[config.mk]
export PLATFORM = sky130hd
export DESIGN_NAME = uvc_vendor_cmd
export DESIGN_NICKNAME = d
export VERILOG_FILES = /design/src/core/uvc_pkg.sv /design/src/core/uvc_vendor_cmd.sv
export SDC_FILE = /design/constraint.sdc
export NUM_CORES = 2
export LEC_CHECK = 0
export BUFFER_PORTS_ARGS = -buffer_cell sky130_fd_sc_hd__buf_2
export CAP_MARGIN = 20
export CORE_ASPECT_RATIO = 0.5
export CORE_MARGIN = 2
export CORE_UTILIZATION = 40
export CTS_CLUSTER_DIAMETER = 30
export DETAILED_ROUTE_END_ITERATION = 12
export GPL_TIMING_DRIVEN = 1
export PLACE_DENSITY = 0.62
export SLEW_MARGIN = 20
export SYNTH_ARGS = -nofsm -noshare
export SYNTH_HDL_FRONTEND = slang
export SYNTH_SLANG_ARGS = --single-unit
[constraint.sdc]
create_clock -name sys_clk -period 21.8 [get_ports sys_clk]
set_input_delay 5.45 -clock sys_clk [delete_from_list [all_inputs] [get_ports sys_clk]]
set_output_delay 5.45 -clock sys_clk [all_outputs]
set_load 0.02 [all_outputs]
[src/core/uvc_pkg.sv]
// package: constants and types for the vendor command interpreter
package uvc_pkg;
	localparam logic [7:0] REQ_TYPE_OUT = 8'h40;
	localparam logic [7:0] REQ_TYPE_IN = 8'hC0;
	localparam logic [7:0] REQ_REG_WRITE = 8'hA0;
	localparam logic [7:0] REQ_REG_READ = 8'hA1;
	localparam logic [7:0] REQ_MEM_READ = 8'hA2;
	localparam logic [7:0] REQ_STATS = 8'hA3;
	localparam logic [15:0] REG_LEN = 16'h0004;
	localparam logic [15:0] STATS_LEN = 16'h002C;
	localparam logic [15:0] HDMI_BASE = 16'h9000;
	localparam logic [15:0] HDMI_LIMIT = 16'h9800;
	localparam logic [5:0] BLOCK_BYTES = 6'h3F;
	localparam int NUM_CNT = 11;
	localparam logic [4:0] LTSSM_U0 = 5'h0C;
	localparam logic [4:0] LTSSM_RECOVERY = 5'h11;
	localparam logic [2:0] RXS_DECODE = 3'h4;
	localparam logic [2:0] RXS_EB_OVER = 3'h5;
	localparam logic [2:0] RXS_EB_UNDER = 3'h6;
	localparam logic [2:0] RXS_DISPARITY = 3'h7;
	typedef enum logic [2:0] {
		ST_IDLE,
		ST_WR_DATA,
		ST_WR_ISSUE,
		ST_RD_WAIT,
		ST_MEM,
		ST_TX
	} uvc_state_t;
endpackage : uvc_pkg

[src/core/uvc_vendor_cmd.sv]
// vendor control command interpreter with rolling statistics counters
// Overview of operation
// - write request is type 40h, code A0h, value 0, index address, length 4
// - each register write moves exactly one 32-bit word from the data stage
// - HDMI byte registers sit at 9000h plus four times their address
// - HDMI window writes keep only data bits 7:0
// - read request is type C0h, code A1h, value 0, length 4, one word
// - memory read is C0h/A2h, value address 15:0, index address 24:16
// - low three memory address bits are ignored
// - memory length rounds up to a whole 64-byte block
// - statistics is C0h/A3h, value and index 0, length 2Ch
// - counters are snapshot on request, cleared only by reset, and wrap
// - counter 00h counts good bulk-out data packets including zero length
// - counter 04h counts good vendor control data packets received
// - counter 08h counts good vendor control data packets sent
// - counter 0Ch counts errored vendor setups in SuperSpeed only
// - counter 10h counts errored control data received in SuperSpeed
// - counter 14h counts failed control data sends in SuperSpeed
// - counter 18h counts errored bulk-out packets passed up, SuperSpeed
// - counter 1Ch counts receive status 100 or 111 in SuperSpeed
// - counters 20h and 24h count receive status 101 and 110
// - counter 28h counts link state changes from U0 to Recovery
// - SuperSpeed-only counters read zero in USB 2.0 mode
module uvc_vendor_cmd (
	input wire logic sys_clk, // controller clock
	input wire logic resetn, // synchronous reset, active low
	input wire logic setupValid, // one-cycle setup packet strobe
	input wire logic [7:0] setupType, // request type byte
	input wire logic [7:0] setupCode, // request code byte
	input wire logic [15:0] setupValue, // value field
	input wire logic [15:0] setupIndex, // index field
	input wire logic [15:0] setupLength, // length field
	input wire logic rxDataValid, // control out data byte strobe
	input wire logic [7:0] rxData, // control out data byte
	output logic txDataValid, // control in data byte strobe
	output logic [7:0] txData, // control in data byte
	input wire logic txDataReady, // controller takes the byte
	output logic cmdAck, // setup decoded as a vendor command
	output logic cmdStall, // vendor setup not understood
	output logic csrWrite, // one-cycle register write strobe
	output logic csrRead, // one-cycle register read strobe
	output logic [15:0] csrAddr, // register address
	output logic [31:0] csrWdata, // register write data
	input wire logic csrRvalid, // read data valid pulse
	input wire logic [31:0] csrRdata, // read data
	output logic memReq, // memory word request level
	output logic [24:0] memAddr, // memory byte address, quad-word aligned
	input wire logic memValid, // memory quad-word valid pulse
	input wire logic [63:0] memData, // memory quad-word
	input wire logic superSpeed, // link runs in SuperSpeed
	input wire logic evBulkRxOk, // good bulk-out data packet
	input wire logic evCtlRxOk, // good control data packet received
	input wire logic evCtlTxOk, // good control data packet sent
	input wire logic evSetupErr, // errored vendor setup, not a retry
	input wire logic evCtlRxErr, // errored control data, not a retry
	input wire logic evCtlTxErr, // failed control data send
	input wire logic evBulkRxErr, // errored bulk-out passed up
	input wire logic [2:0] pipeRxStatus, // PIPE receive status
	input wire logic [4:0] ltssmState // link training state
);
	uvc_pkg::uvc_state_t state_q, state_d;
	logic [31:0] cnt_q [uvc_pkg::NUM_CNT];
	logic [31:0] snap_q [uvc_pkg::NUM_CNT];
	logic [4:0] ltssmPrev_q;
	logic vendorCtl_q;
	logic [31:0] word_q;
	logic [63:0] quad_q;
	logic [15:0] remain_q;
	logic [2:0] byteIdx_q;
	logic [3:0] wordIdx_q;
	logic isStats_q;
	logic isMem_q;

	// ----------------------------------------
	// setup decode
	// ----------------------------------------
	wire isWr = setupType == uvc_pkg::REQ_TYPE_OUT
		&& setupCode == uvc_pkg::REQ_REG_WRITE && setupValue == 16'h0000
		&& setupLength == uvc_pkg::REG_LEN;
	wire isRd = setupType == uvc_pkg::REQ_TYPE_IN
		&& setupCode == uvc_pkg::REQ_REG_READ && setupValue == 16'h0000
		&& setupLength == uvc_pkg::REG_LEN;
	wire isMemRd = setupType == uvc_pkg::REQ_TYPE_IN
		&& setupCode == uvc_pkg::REQ_MEM_READ
		&& setupIndex[15:9] == 7'h00;
	wire isSt = setupType == uvc_pkg::REQ_TYPE_IN
		&& setupCode == uvc_pkg::REQ_STATS && setupValue == 16'h0000
		&& setupIndex == 16'h0000
		&& setupLength == uvc_pkg::STATS_LEN;
	wire isVendor = setupType[6:5] == 2'b10;
	wire setupTake = setupValid && state_q == uvc_pkg::ST_IDLE;
	wire anyCmd = isWr || isRd || isMemRd || isSt;
	// round the length up to a whole block
	wire [16:0] memLen = {1'b0, setupLength[15:6], 6'h00}
		+ {10'h000, |(setupLength[5:0] & uvc_pkg::BLOCK_BYTES), 6'h00};
	wire inHdmi = csrAddr >= uvc_pkg::HDMI_BASE
		&& csrAddr < uvc_pkg::HDMI_LIMIT;
	// upper bytes of a transmitter write are dropped as they arrive, so the
	// target never sees them beside the strobe
	wire [7:0] wrByte = (inHdmi && byteIdx_q[1:0] != 2'h0) ? 8'h00
		: rxData;
	wire txTake = txDataValid && txDataReady;
	wire lastByte = txTake && remain_q == 16'h0001;
	wire memNeed = isMem_q && byteIdx_q == 3'h7 && txTake && !lastByte;

	// ----------------------------------------
	// statistics events
	// ----------------------------------------
	wire [uvc_pkg::NUM_CNT-1:0] evInc;
	assign evInc[0] = evBulkRxOk;
	assign evInc[1] = evCtlRxOk && vendorCtl_q;
	assign evInc[2] = evCtlTxOk && vendorCtl_q;
	assign evInc[3] = superSpeed && evSetupErr;
	assign evInc[4] = superSpeed && evCtlRxErr;
	assign evInc[5] = superSpeed && evCtlTxErr;
	assign evInc[6] = superSpeed && evBulkRxErr;
	assign evInc[7] = superSpeed && (pipeRxStatus == uvc_pkg::RXS_DECODE
		|| pipeRxStatus == uvc_pkg::RXS_DISPARITY);
	assign evInc[8] = superSpeed
		&& pipeRxStatus == uvc_pkg::RXS_EB_OVER;
	assign evInc[9] = superSpeed
		&& pipeRxStatus == uvc_pkg::RXS_EB_UNDER;
	assign evInc[10] = superSpeed && ltssmPrev_q == uvc_pkg::LTSSM_U0
		&& ltssmState == uvc_pkg::LTSSM_RECOVERY;

	genvar gi;
	generate
		for (gi = 0; gi < uvc_pkg::NUM_CNT; gi++) begin : g_cnt
			// counters only roll over; reading never clears them
			always_ff @(posedge sys_clk) begin
				if (!resetn)
					cnt_q[gi] <= 32'h0000_0000;
				else if (evInc[gi])
					cnt_q[gi] <= cnt_q[gi] + 32'h0000_0001;
			end
			always_ff @(posedge sys_clk) begin
				if (!resetn)
					snap_q[gi] <= 32'h0000_0000;
				else if (setupTake && isSt)
					snap_q[gi] <= (gi >= 3 && !superSpeed) ? 32'h0000_0000
						: cnt_q[gi];
			end
		end
	endgenerate

	// ----------------------------------------
	// command sequencer
	// ----------------------------------------
	always_comb begin
		state_d = state_q;
		unique case (state_q)
			uvc_pkg::ST_IDLE: begin
				if (setupTake && isWr)
					state_d = uvc_pkg::ST_WR_DATA;
				else if (setupTake && isRd)
					state_d = uvc_pkg::ST_RD_WAIT;
				else if (setupTake && isMemRd && memLen != 17'h00000)
					state_d = uvc_pkg::ST_MEM;
				else if (setupTake && isSt)
					state_d = uvc_pkg::ST_TX;
			end
			uvc_pkg::ST_WR_DATA:
				if (rxDataValid && byteIdx_q == 3'h3)
					state_d = uvc_pkg::ST_WR_ISSUE;
			uvc_pkg::ST_WR_ISSUE: state_d = uvc_pkg::ST_IDLE;
			uvc_pkg::ST_RD_WAIT:
				if (csrRvalid)
					state_d = uvc_pkg::ST_TX;
			uvc_pkg::ST_MEM:
				if (memValid)
					state_d = uvc_pkg::ST_TX;
			uvc_pkg::ST_TX: begin
				if (lastByte)
					state_d = uvc_pkg::ST_IDLE;
				else if (memNeed)
					state_d = uvc_pkg::ST_MEM;
			end
		endcase
	end

	always_ff @(posedge sys_clk) begin
		if (!resetn)
			state_q <= uvc_pkg::ST_IDLE;
		else
			state_q <= state_d;
	end

	always_ff @(posedge sys_clk) begin
		if (!resetn) begin
			cmdAck <= 1'b0;
			cmdStall <= 1'b0;
			vendorCtl_q <= 1'b0;
		end else begin
			cmdAck <= setupTake && isVendor && anyCmd;
			cmdStall <= setupTake && isVendor && !anyCmd;
			if (setupValid)
				vendorCtl_q <= isVendor && anyCmd;
		end
	end

	// register access: address, data gathered little-endian, strobes
	always_ff @(posedge sys_clk) begin
		if (!resetn) begin
			csrAddr <= 16'h0000;
			csrWdata <= 32'h0000_0000;
			csrWrite <= 1'b0;
			csrRead <= 1'b0;
		end else begin
			if (setupTake && (isWr || isRd))
				csrAddr <= setupIndex;
			if (state_q == uvc_pkg::ST_WR_DATA && rxDataValid)
				csrWdata[byteIdx_q[1:0]*8 +: 8] <= wrByte;
			else if (state_q == uvc_pkg::ST_WR_ISSUE && inHdmi)
				csrWdata <= {24'h000000, csrWdata[7:0]};
			csrWrite <= state_q == uvc_pkg::ST_WR_DATA && rxDataValid
				&& byteIdx_q == 3'h3;
			csrRead <= setupTake && isRd;
		end
	end

	// ----------------------------------------
	// in data stage
	// ----------------------------------------
	wire [7:0] statByte = snap_q[wordIdx_q][byteIdx_q[1:0]*8 +: 8];
	wire [7:0] nextByte = isMem_q ? quad_q[byteIdx_q*8 +: 8]
		: isStats_q ? statByte : word_q[byteIdx_q[1:0]*8 +: 8];

	// byte following the one being handed over this cycle
	logic [2:0] byteNx;
	logic [3:0] wordNx;
	logic [7:0] nextByteAfter;
	assign byteNx = byteIdx_q + 3'h1;
	assign wordNx = byteIdx_q[1:0] == 2'h3 ? wordIdx_q + 4'h1 : wordIdx_q;
	assign nextByteAfter = isMem_q ? quad_q[byteNx*8 +: 8]
		: isStats_q ? snap_q[wordNx][byteNx[1:0]*8 +: 8]
		: word_q[byteNx[1:0]*8 +: 8];

	always_ff @(posedge sys_clk) begin
		if (!resetn) begin
			byteIdx_q <= 3'h0;
			wordIdx_q <= 4'h0;
			remain_q <= 16'h0000;
			isStats_q <= 1'b0;
			isMem_q <= 1'b0;
			word_q <= 32'h0000_0000;
			quad_q <= 64'h0;
			memAddr <= 25'h0000000;
			memReq <= 1'b0;
		end else begin
			if (setupTake) begin
				byteIdx_q <= 3'h0;
				wordIdx_q <= 4'h0;
				isStats_q <= isSt;
				isMem_q <= isMemRd;
				remain_q <= isSt ? uvc_pkg::STATS_LEN
					: isMemRd ? memLen[15:0] : uvc_pkg::REG_LEN;
				memAddr <= {setupIndex[8:0], setupValue[15:3], 3'h0};
				memReq <= isMemRd && memLen != 17'h00000;
			end else if (state_q == uvc_pkg::ST_WR_DATA && rxDataValid) begin
				byteIdx_q <= byteIdx_q + 3'h1;
			end else if (state_q == uvc_pkg::ST_WR_ISSUE) begin
				byteIdx_q <= 3'h0;
			end else if (state_q == uvc_pkg::ST_MEM && memValid) begin
				quad_q <= memData;
				memReq <= 1'b0;
				memAddr <= memAddr + 25'h0000008;
			end else if (memNeed) begin
				memReq <= 1'b1;
				byteIdx_q <= 3'h0;
				remain_q <= remain_q - 16'h0001;
			end else if (txTake) begin
				remain_q <= remain_q - 16'h0001;
				byteIdx_q <= byteIdx_q + 3'h1;
				if (byteIdx_q[1:0] == 2'h3)
					wordIdx_q <= wordIdx_q + 4'h1;
			end
			if (state_q == uvc_pkg::ST_RD_WAIT && csrRvalid)
				word_q <= csrRdata;
		end
	end

	always_ff @(posedge sys_clk) begin
		if (!resetn) begin
			txDataValid <= 1'b0;
			txData <= 8'h00;
		end else begin
			// a fresh byte is loaded only when the previous one was taken
			if (state_q == uvc_pkg::ST_TX && (!txDataValid || txTake)
				&& !lastByte && !memNeed) begin
				txDataValid <= 1'b1;
				txData <= txTake ? nextByteAfter : nextByte;
			end else if (txTake || state_q != uvc_pkg::ST_TX) begin
				txDataValid <= 1'b0;
			end
		end
	end

	// ----------------------------------------
	// link state history
	// ----------------------------------------
	always_ff @(posedge sys_clk) begin
		if (!resetn)
			ltssmPrev_q <= 5'h00;
		else
			ltssmPrev_q <= ltssmState;
	end

	// ----------------------------------------
	// checks
	// ----------------------------------------
	a_write_strobe: assert property (
		@(posedge sys_clk) disable iff (!resetn)
		state_q == uvc_pkg::ST_WR_DATA && rxDataValid && byteIdx_q == 3'h3
		|=> csrWrite) else $error("write strobe missing");
	a_read_strobe: assert property (
		@(posedge sys_clk) disable iff (!resetn)
		setupTake && isRd |=> csrRead && csrAddr == $past(setupIndex))
		else $error("read strobe missing");
	a_hdmi_mask: assert property (
		@(posedge sys_clk) disable iff (!resetn)
		csrWrite && inHdmi |-> csrWdata[31:8] == 24'h000000)
		else $error("hdmi upper bits kept");
	a_mem_align: assert property (
		@(posedge sys_clk) disable iff (!resetn)
		memReq |-> memAddr[2:0] == 3'h0) else $error("memory unaligned");
	a_mem_length: assert property (
		@(posedge sys_clk) disable iff (!resetn)
		setupTake && isMemRd |=> remain_q[5:0] == 6'h00)
		else $error("memory length not whole blocks");
	a_stats_length: assert property (
		@(posedge sys_clk) disable iff (!resetn)
		setupTake && isSt |=> remain_q == uvc_pkg::STATS_LEN)
		else $error("statistics length wrong");
	a_ss_zero: assert property (
		@(posedge sys_clk) disable iff (!resetn)
		setupTake && isSt && !superSpeed |=> snap_q[7] == 32'h0)
		else $error("usb2 counter not zero");
	a_cnt_wrap: assert property (
		@(posedge sys_clk) disable iff (!resetn)
		evInc[0] |=> cnt_q[0] == $past(cnt_q[0]) + 32'h1)
		else $error("bulk counter did not step");
	a_recovery_cnt: assert property (
		@(posedge sys_clk) disable iff (!resetn)
		superSpeed && ltssmPrev_q == uvc_pkg::LTSSM_U0
		&& ltssmState == uvc_pkg::LTSSM_RECOVERY
		|=> cnt_q[10] != $past(cnt_q[10])) else $error("recovery missed");
	a_vendor_stall: assert property (
		@(posedge sys_clk) disable iff (!resetn)
		setupTake && isVendor && !anyCmd |=> cmdStall && !cmdAck)
		else $error("unknown vendor setup not stalled");
	a_tx_hold: assert property (
		@(posedge sys_clk) disable iff (!resetn)
		txDataValid && !txDataReady |=> txDataValid && $stable(txData))
		else $error("data byte dropped while host stalls");
endmodule : uvc_vendor_cmd

; After elaboration in Yosys (flattened, before gate mapping)
; Memories as Yosys holds them, arrays and structs flattened. A register that Yosys moved wholly into a read port is not among the register bits.
; Cells that the tools add are included.
[classes]
add_sub_neg = 17
magnitude_cmp = 2
n_eq_ne = 34
n_shift = 8
muxes = 113
bitwise_logic = 28
reduce_logical = 83
[ops]
columns = cell, n
row1 = $mux W32, 32
row2 = $add A32 B1 Y32 const B, 11
row3 = $mux W16, 8
row4 = $shiftx A32 B6 Y8, 4
row5 = $shiftx A64 B7 Y8, 2
row6 = $mux W25, 4
row7 = $logic_and A1 B1 Y1, 51
row8 = $mux W8, 6
row9 = $mux W1, 44
row10 = $mux W3, 14
row11 = $eq A8 B8 Y1 const B, 5
row12 = $neg A5 Y34, 1
row13 = $shift A8 B34 Y32 const A, 1
row14 = $shiftx A8 B34 Y32, 1
row15 = $bwmux W32, 1
row16 = $logic_not A16 Y1, 2
row17 = $add A25 B4 Y25 const B, 1
row18 = $or A1 B1 Y1, 22
row19 = $eq A3 B3 Y1 const B, 7
row20 = $pmux W3 S6, 1
row21 = $add A16 B7 Y17, 1
row22 = $reduce_bool A17 Y1, 1
row23 = $eq A16 B1 Y1 const B, 1
row24 = $eq A16 B3 Y1 const B, 1
row25 = 30 further kinds, 63
[totals]
register_bits = 217
mem_bits_rw = 704
output_inout_bits = 87
word_cells = 309
memories = 2
[memory_table]
columns = name, depth, width, rd, rd_ports_with_merged_regs, wr, line_no
row1 = cnt_q, 11, 32, 11, 0, 11, uvc_vendor_cmd.sv:62  ; logic [31:0] cnt_q [uvc_pkg::NUM_CNT];
row2 = snap_q, 11, 32, 2, 1, 11, uvc_vendor_cmd.sv:63  ; logic [31:0] snap_q [uvc_pkg::NUM_CNT];

; Depth between registers and ports, before layout
[logic_depth]
ltp_word = 11
depth_mapped = 15

; Least setup slack after synthesis
; Ideal clock, no wire load.
[synth_path]
path_type = input port to flip-flop
startpoint = in setupType[0]
endpoint = mem snap_q[0][0] (enable)
t_arrival_ps = 14087
t_required_ps = 21070
slack_ps = 6982
stages = 6
path_cell_list = nor4_1 > nand4_1 > nor4_2 > nand3_1 > clkbuf_1 > nand2_1
[synth_lines]
columns = element, line_no
row1 = "start, declared", uvc_vendor_cmd.sv:28  ; input wire logic [7:0] setupType,
row2 = "end, declared", uvc_vendor_cmd.sv:63

==> impl_results.md <==
- Number of resized instances in the post-cts repair step: 0
- Clock group share of total power: 48.1%
- Worst hold path type: flip-flop to flip-flop
- Clock latency on the worst-skew pair: 0.77 ns
- CP Cell Sequence: buf_2 > nor4_1 > nand4_1 > nor4_2 > nand3_1 > buf_4 > nand2_4 > buf_12 > buf_4
- Post-synth EDFFs: 704
- Area overhead of the layout relative to synthesis: 16.1%
- Initial Utilization: 40.6%
- PwrDens: 86.7 mW/mm²
- Worst slew margin relative to its limit: 20.0%
- Proportion of power drawn by flip-flops and latches: 44.0%
- Post-synthesis area per instance: 10.3 µm²
- Share of async-settable or async-resettable flops after synthesis: 0%
- Overall overflow remaining after global route: 0
- Die ar.: 0.123 mm²
- I/O Buffers: 274
- Total count of max-transition violations in the final report: 0
- Maximum Capacitance Violations: 0
- Antenna violations before repair: 27
- Final HPWL from detailed placement: 129000 µm
- Run status: complete, no violations
- Yosys warning count: 0
- Core Util, Final: 47.1%
- Post-Route Skew: 0.0358 ns
- Power spent charging and discharging nets: 1310 µW
- Slowest cell delay on critical path: 0.89 ns
- Peak clock frequency supported by timing: 0.105 GHz
- Number of fillers in the final layout: 10899
- X dimension of the die: 494 µm
- TritonCTS Sinks: 922
- Clock root buffer: clkbuf_16
- Setup crit start kind: input port
- First-pass GRT wire length: 252000 µm
- Final critical-path share of the clock period: 43.7%
- Synth cell types: 90
- All-layer global routing usage: 27.7%
- Setup Slack @ Placement: 11.66 ns
- Fraction of post-synthesis cell area in the top cell type by area: 43.9%
- Min Clock Period, post-route: 9.52 ns
- Initial detailed-routing violation count: 5076
- Cells taking the most area after synthesis: edfxtp_1 (44%), dfxtp_1 (9.1%), nand2_1 (5.2%)
- Leakage power: 0.0192 µW
- Vias: 38788
- Pre-antenna DRT Iters: 6
- Critical path data arrival time: 9.89 ns
- Layout cells sized above 1: 14.2%
- Slew at the pin closest to its max-slew limit: 1.19 ns
- Std cell rows: 89
- Register-to-register setup slack: 16.57 ns
- Number of buffers created by CTS: 138
- Leading area contributor after synthesis: edfxtp_1
- Clock buffer depth: 3
- Final Net Count: 5112
- Type of the setup path with the least slack: input port to flip-flop
- CP max FO: 147
- Most frequent cell on the critical path: buf_4
- Sequential fraction of the synthesis area: 53.0%
- Primary FF master, synth: edfxtp_1
- Critical path endpoint category: flip-flop
- Count of antenna-violating nets left after detailed routing: 0
- Total negative setup slack: 0 ns
- Detail-routed via count per cell: 5.86
- Weighted congestion reported at the end of routability-driven placement: 1.01
- Max H-tree Level: 4
- Cell Area, Synth: 0.0481 mm²
- Post-route DRC: 0
- Number of buffers inserted for hold repair after clock tree synthesis: 0
- Combinational power share: 7.9%
- Core area: 0.119 mm²
- Clock input transition at the sequential cells of the worst setup and hold paths: 0.05 ns
- Most used standard cells in the synthesized netlist: edfxtp_1 (704), nand2_1 (665), nor2_1 (527), and2_1 (373), a21oi_1 (234)
- Total wire length after detailed routing: 175000 µm
- Number of standard cells after synthesis: 4692
- Switching part of the total power: 27.1%
- Min setup slack post-route: 12.28 ns
- Final hold vios: 0
- Vias in the first global route: 36035
- Data required time of the critical path: 22.17 ns
- Ports: 278
- Pin count of the biggest net entering global routing: 148
- Internal power consumption: 3530 µW
- Die Height: 249 µm
- Post-CTS setup buffers: 0
- Maximum vdd drop: 72.9 µV
- Number of synthesized register bits: 922
- Wire length per cell after detailed routing: 26.5 µm
- Setup repair after global routing missed its margin: no
- Endpoints failing setup: 0
- Dominant cell by count in the synthesized netlist: edfxtp_1
- CP max stage cell: buf_4
- CTS tree: done
## through the flow
stage	power, µW	instance area, µm²	cells	hold slack [ns]
after floorplan	2350	48100	4694	0.436
after global placement	2530	50900	6349	0.437
after detailed placement	2530	50900	6349	0.443
after CTS	4860	55800	6607	0.448
after global routing	5000	55800	6619	0.469
final	4840	55800	6622	0.445
## critical path: cells and delay by family
family / cells / cell delay [ns]
simple gates: 5 / 2.10
buf+inv: 4 / 1.78
## per-layer routing
metal | vias up | GRT usage (%) | part of all wire, %
met3 | 275 | 6.89 | 9.2
met1 | 19304 | 40.1 | 44
met5 | - | 0 | 0.023
met2 | 1778 | 40.5 | 43
li1 | 17425 | - | -
met4 | 6 | 8.92 | 3.1
## final cells by class
cell class	count	area (µm²)	area share [%]
multi-input cells	3450	21400	38.3
inverters	48	185	0.332
flip-flops and latches	922	25500	45.7
clock inverters	99	1280	2.29
clock buffers	159	3600	6.45
diodes	15	37.5	0.0672
well taps	1592	1990	3.57
repair buffers	337	1860	3.33
## flip-flops by register name (all words and copies together) (netlist names), 3 cells and up, named ones only
register and count:
txData 8, snap_q 352, remain_q 16, csrWdata 32, memAddr 22, byteIdx_q 3, cnt_q 352, quad_q 64
wordIdx_q 4, state_q 3, ltssmPrev_q 5, word_q 32, csrAddr 16
## layout by cell type, fill, tap and decap left out, types with 25 or more instances in the layout
master     count
a21oi_1      234
a22oi_1       37
a31oi_1       27
a32oi_1       29
and2_1       373
and3_1        69
and4_1        42
buf_2        274
buf_4         61
clkbuf_16    139
dfxtp_1      214
edfxtp_1     704
inv_1         45
mux2i_1      162
mux4_2        64
nand2_1      661
nand3_1      188
nand4_1      102
nor2_1       526
nor3_1        50
nor4_1        37
o21ai_0      114
o22ai_1       25
or3_1         53
xnor2_1       95
xor2_1       214
## worst paths after layout
kind | from | endpoint | cells after the start
max | setupIndex[13] | snap_q[8][24] | 9
min | txData[5] | txData[5] | 2
max reg2reg | byteIdx_q[0] | txData[4] | 10
min reg2reg | txData[5] | txData[5] | 2
## power groups by stage
stage                     combinational (µW)  clock, µW  sequential, µW
after floorplan                          244          0            2110
after global placement                   370          0            2160
after detailed placement                 375          0            2160
after CTS                                377       2360            2120
after global routing                     414       2450            2140
final                                    383       2330            2130
## kinds of logic (layout without fill, tap and decap cells)
logic type                 after synthesis  after routing  share of synthesized area [%]
AOI/OAI and AO/OA                      674            674                           8.88
buffers and inverters                  322            643                           2.82
and+or+nand+nor                       2200           2200                           22.3
xor gates and xnor gates               312            312                           5.68
other                                    1             18                        0.00780
muxes                                  237            237                           6.62
adders and majority gates               24             24                          0.624
DFF                                    922            922                           53.0
Power figures use the tool's default switching activity.
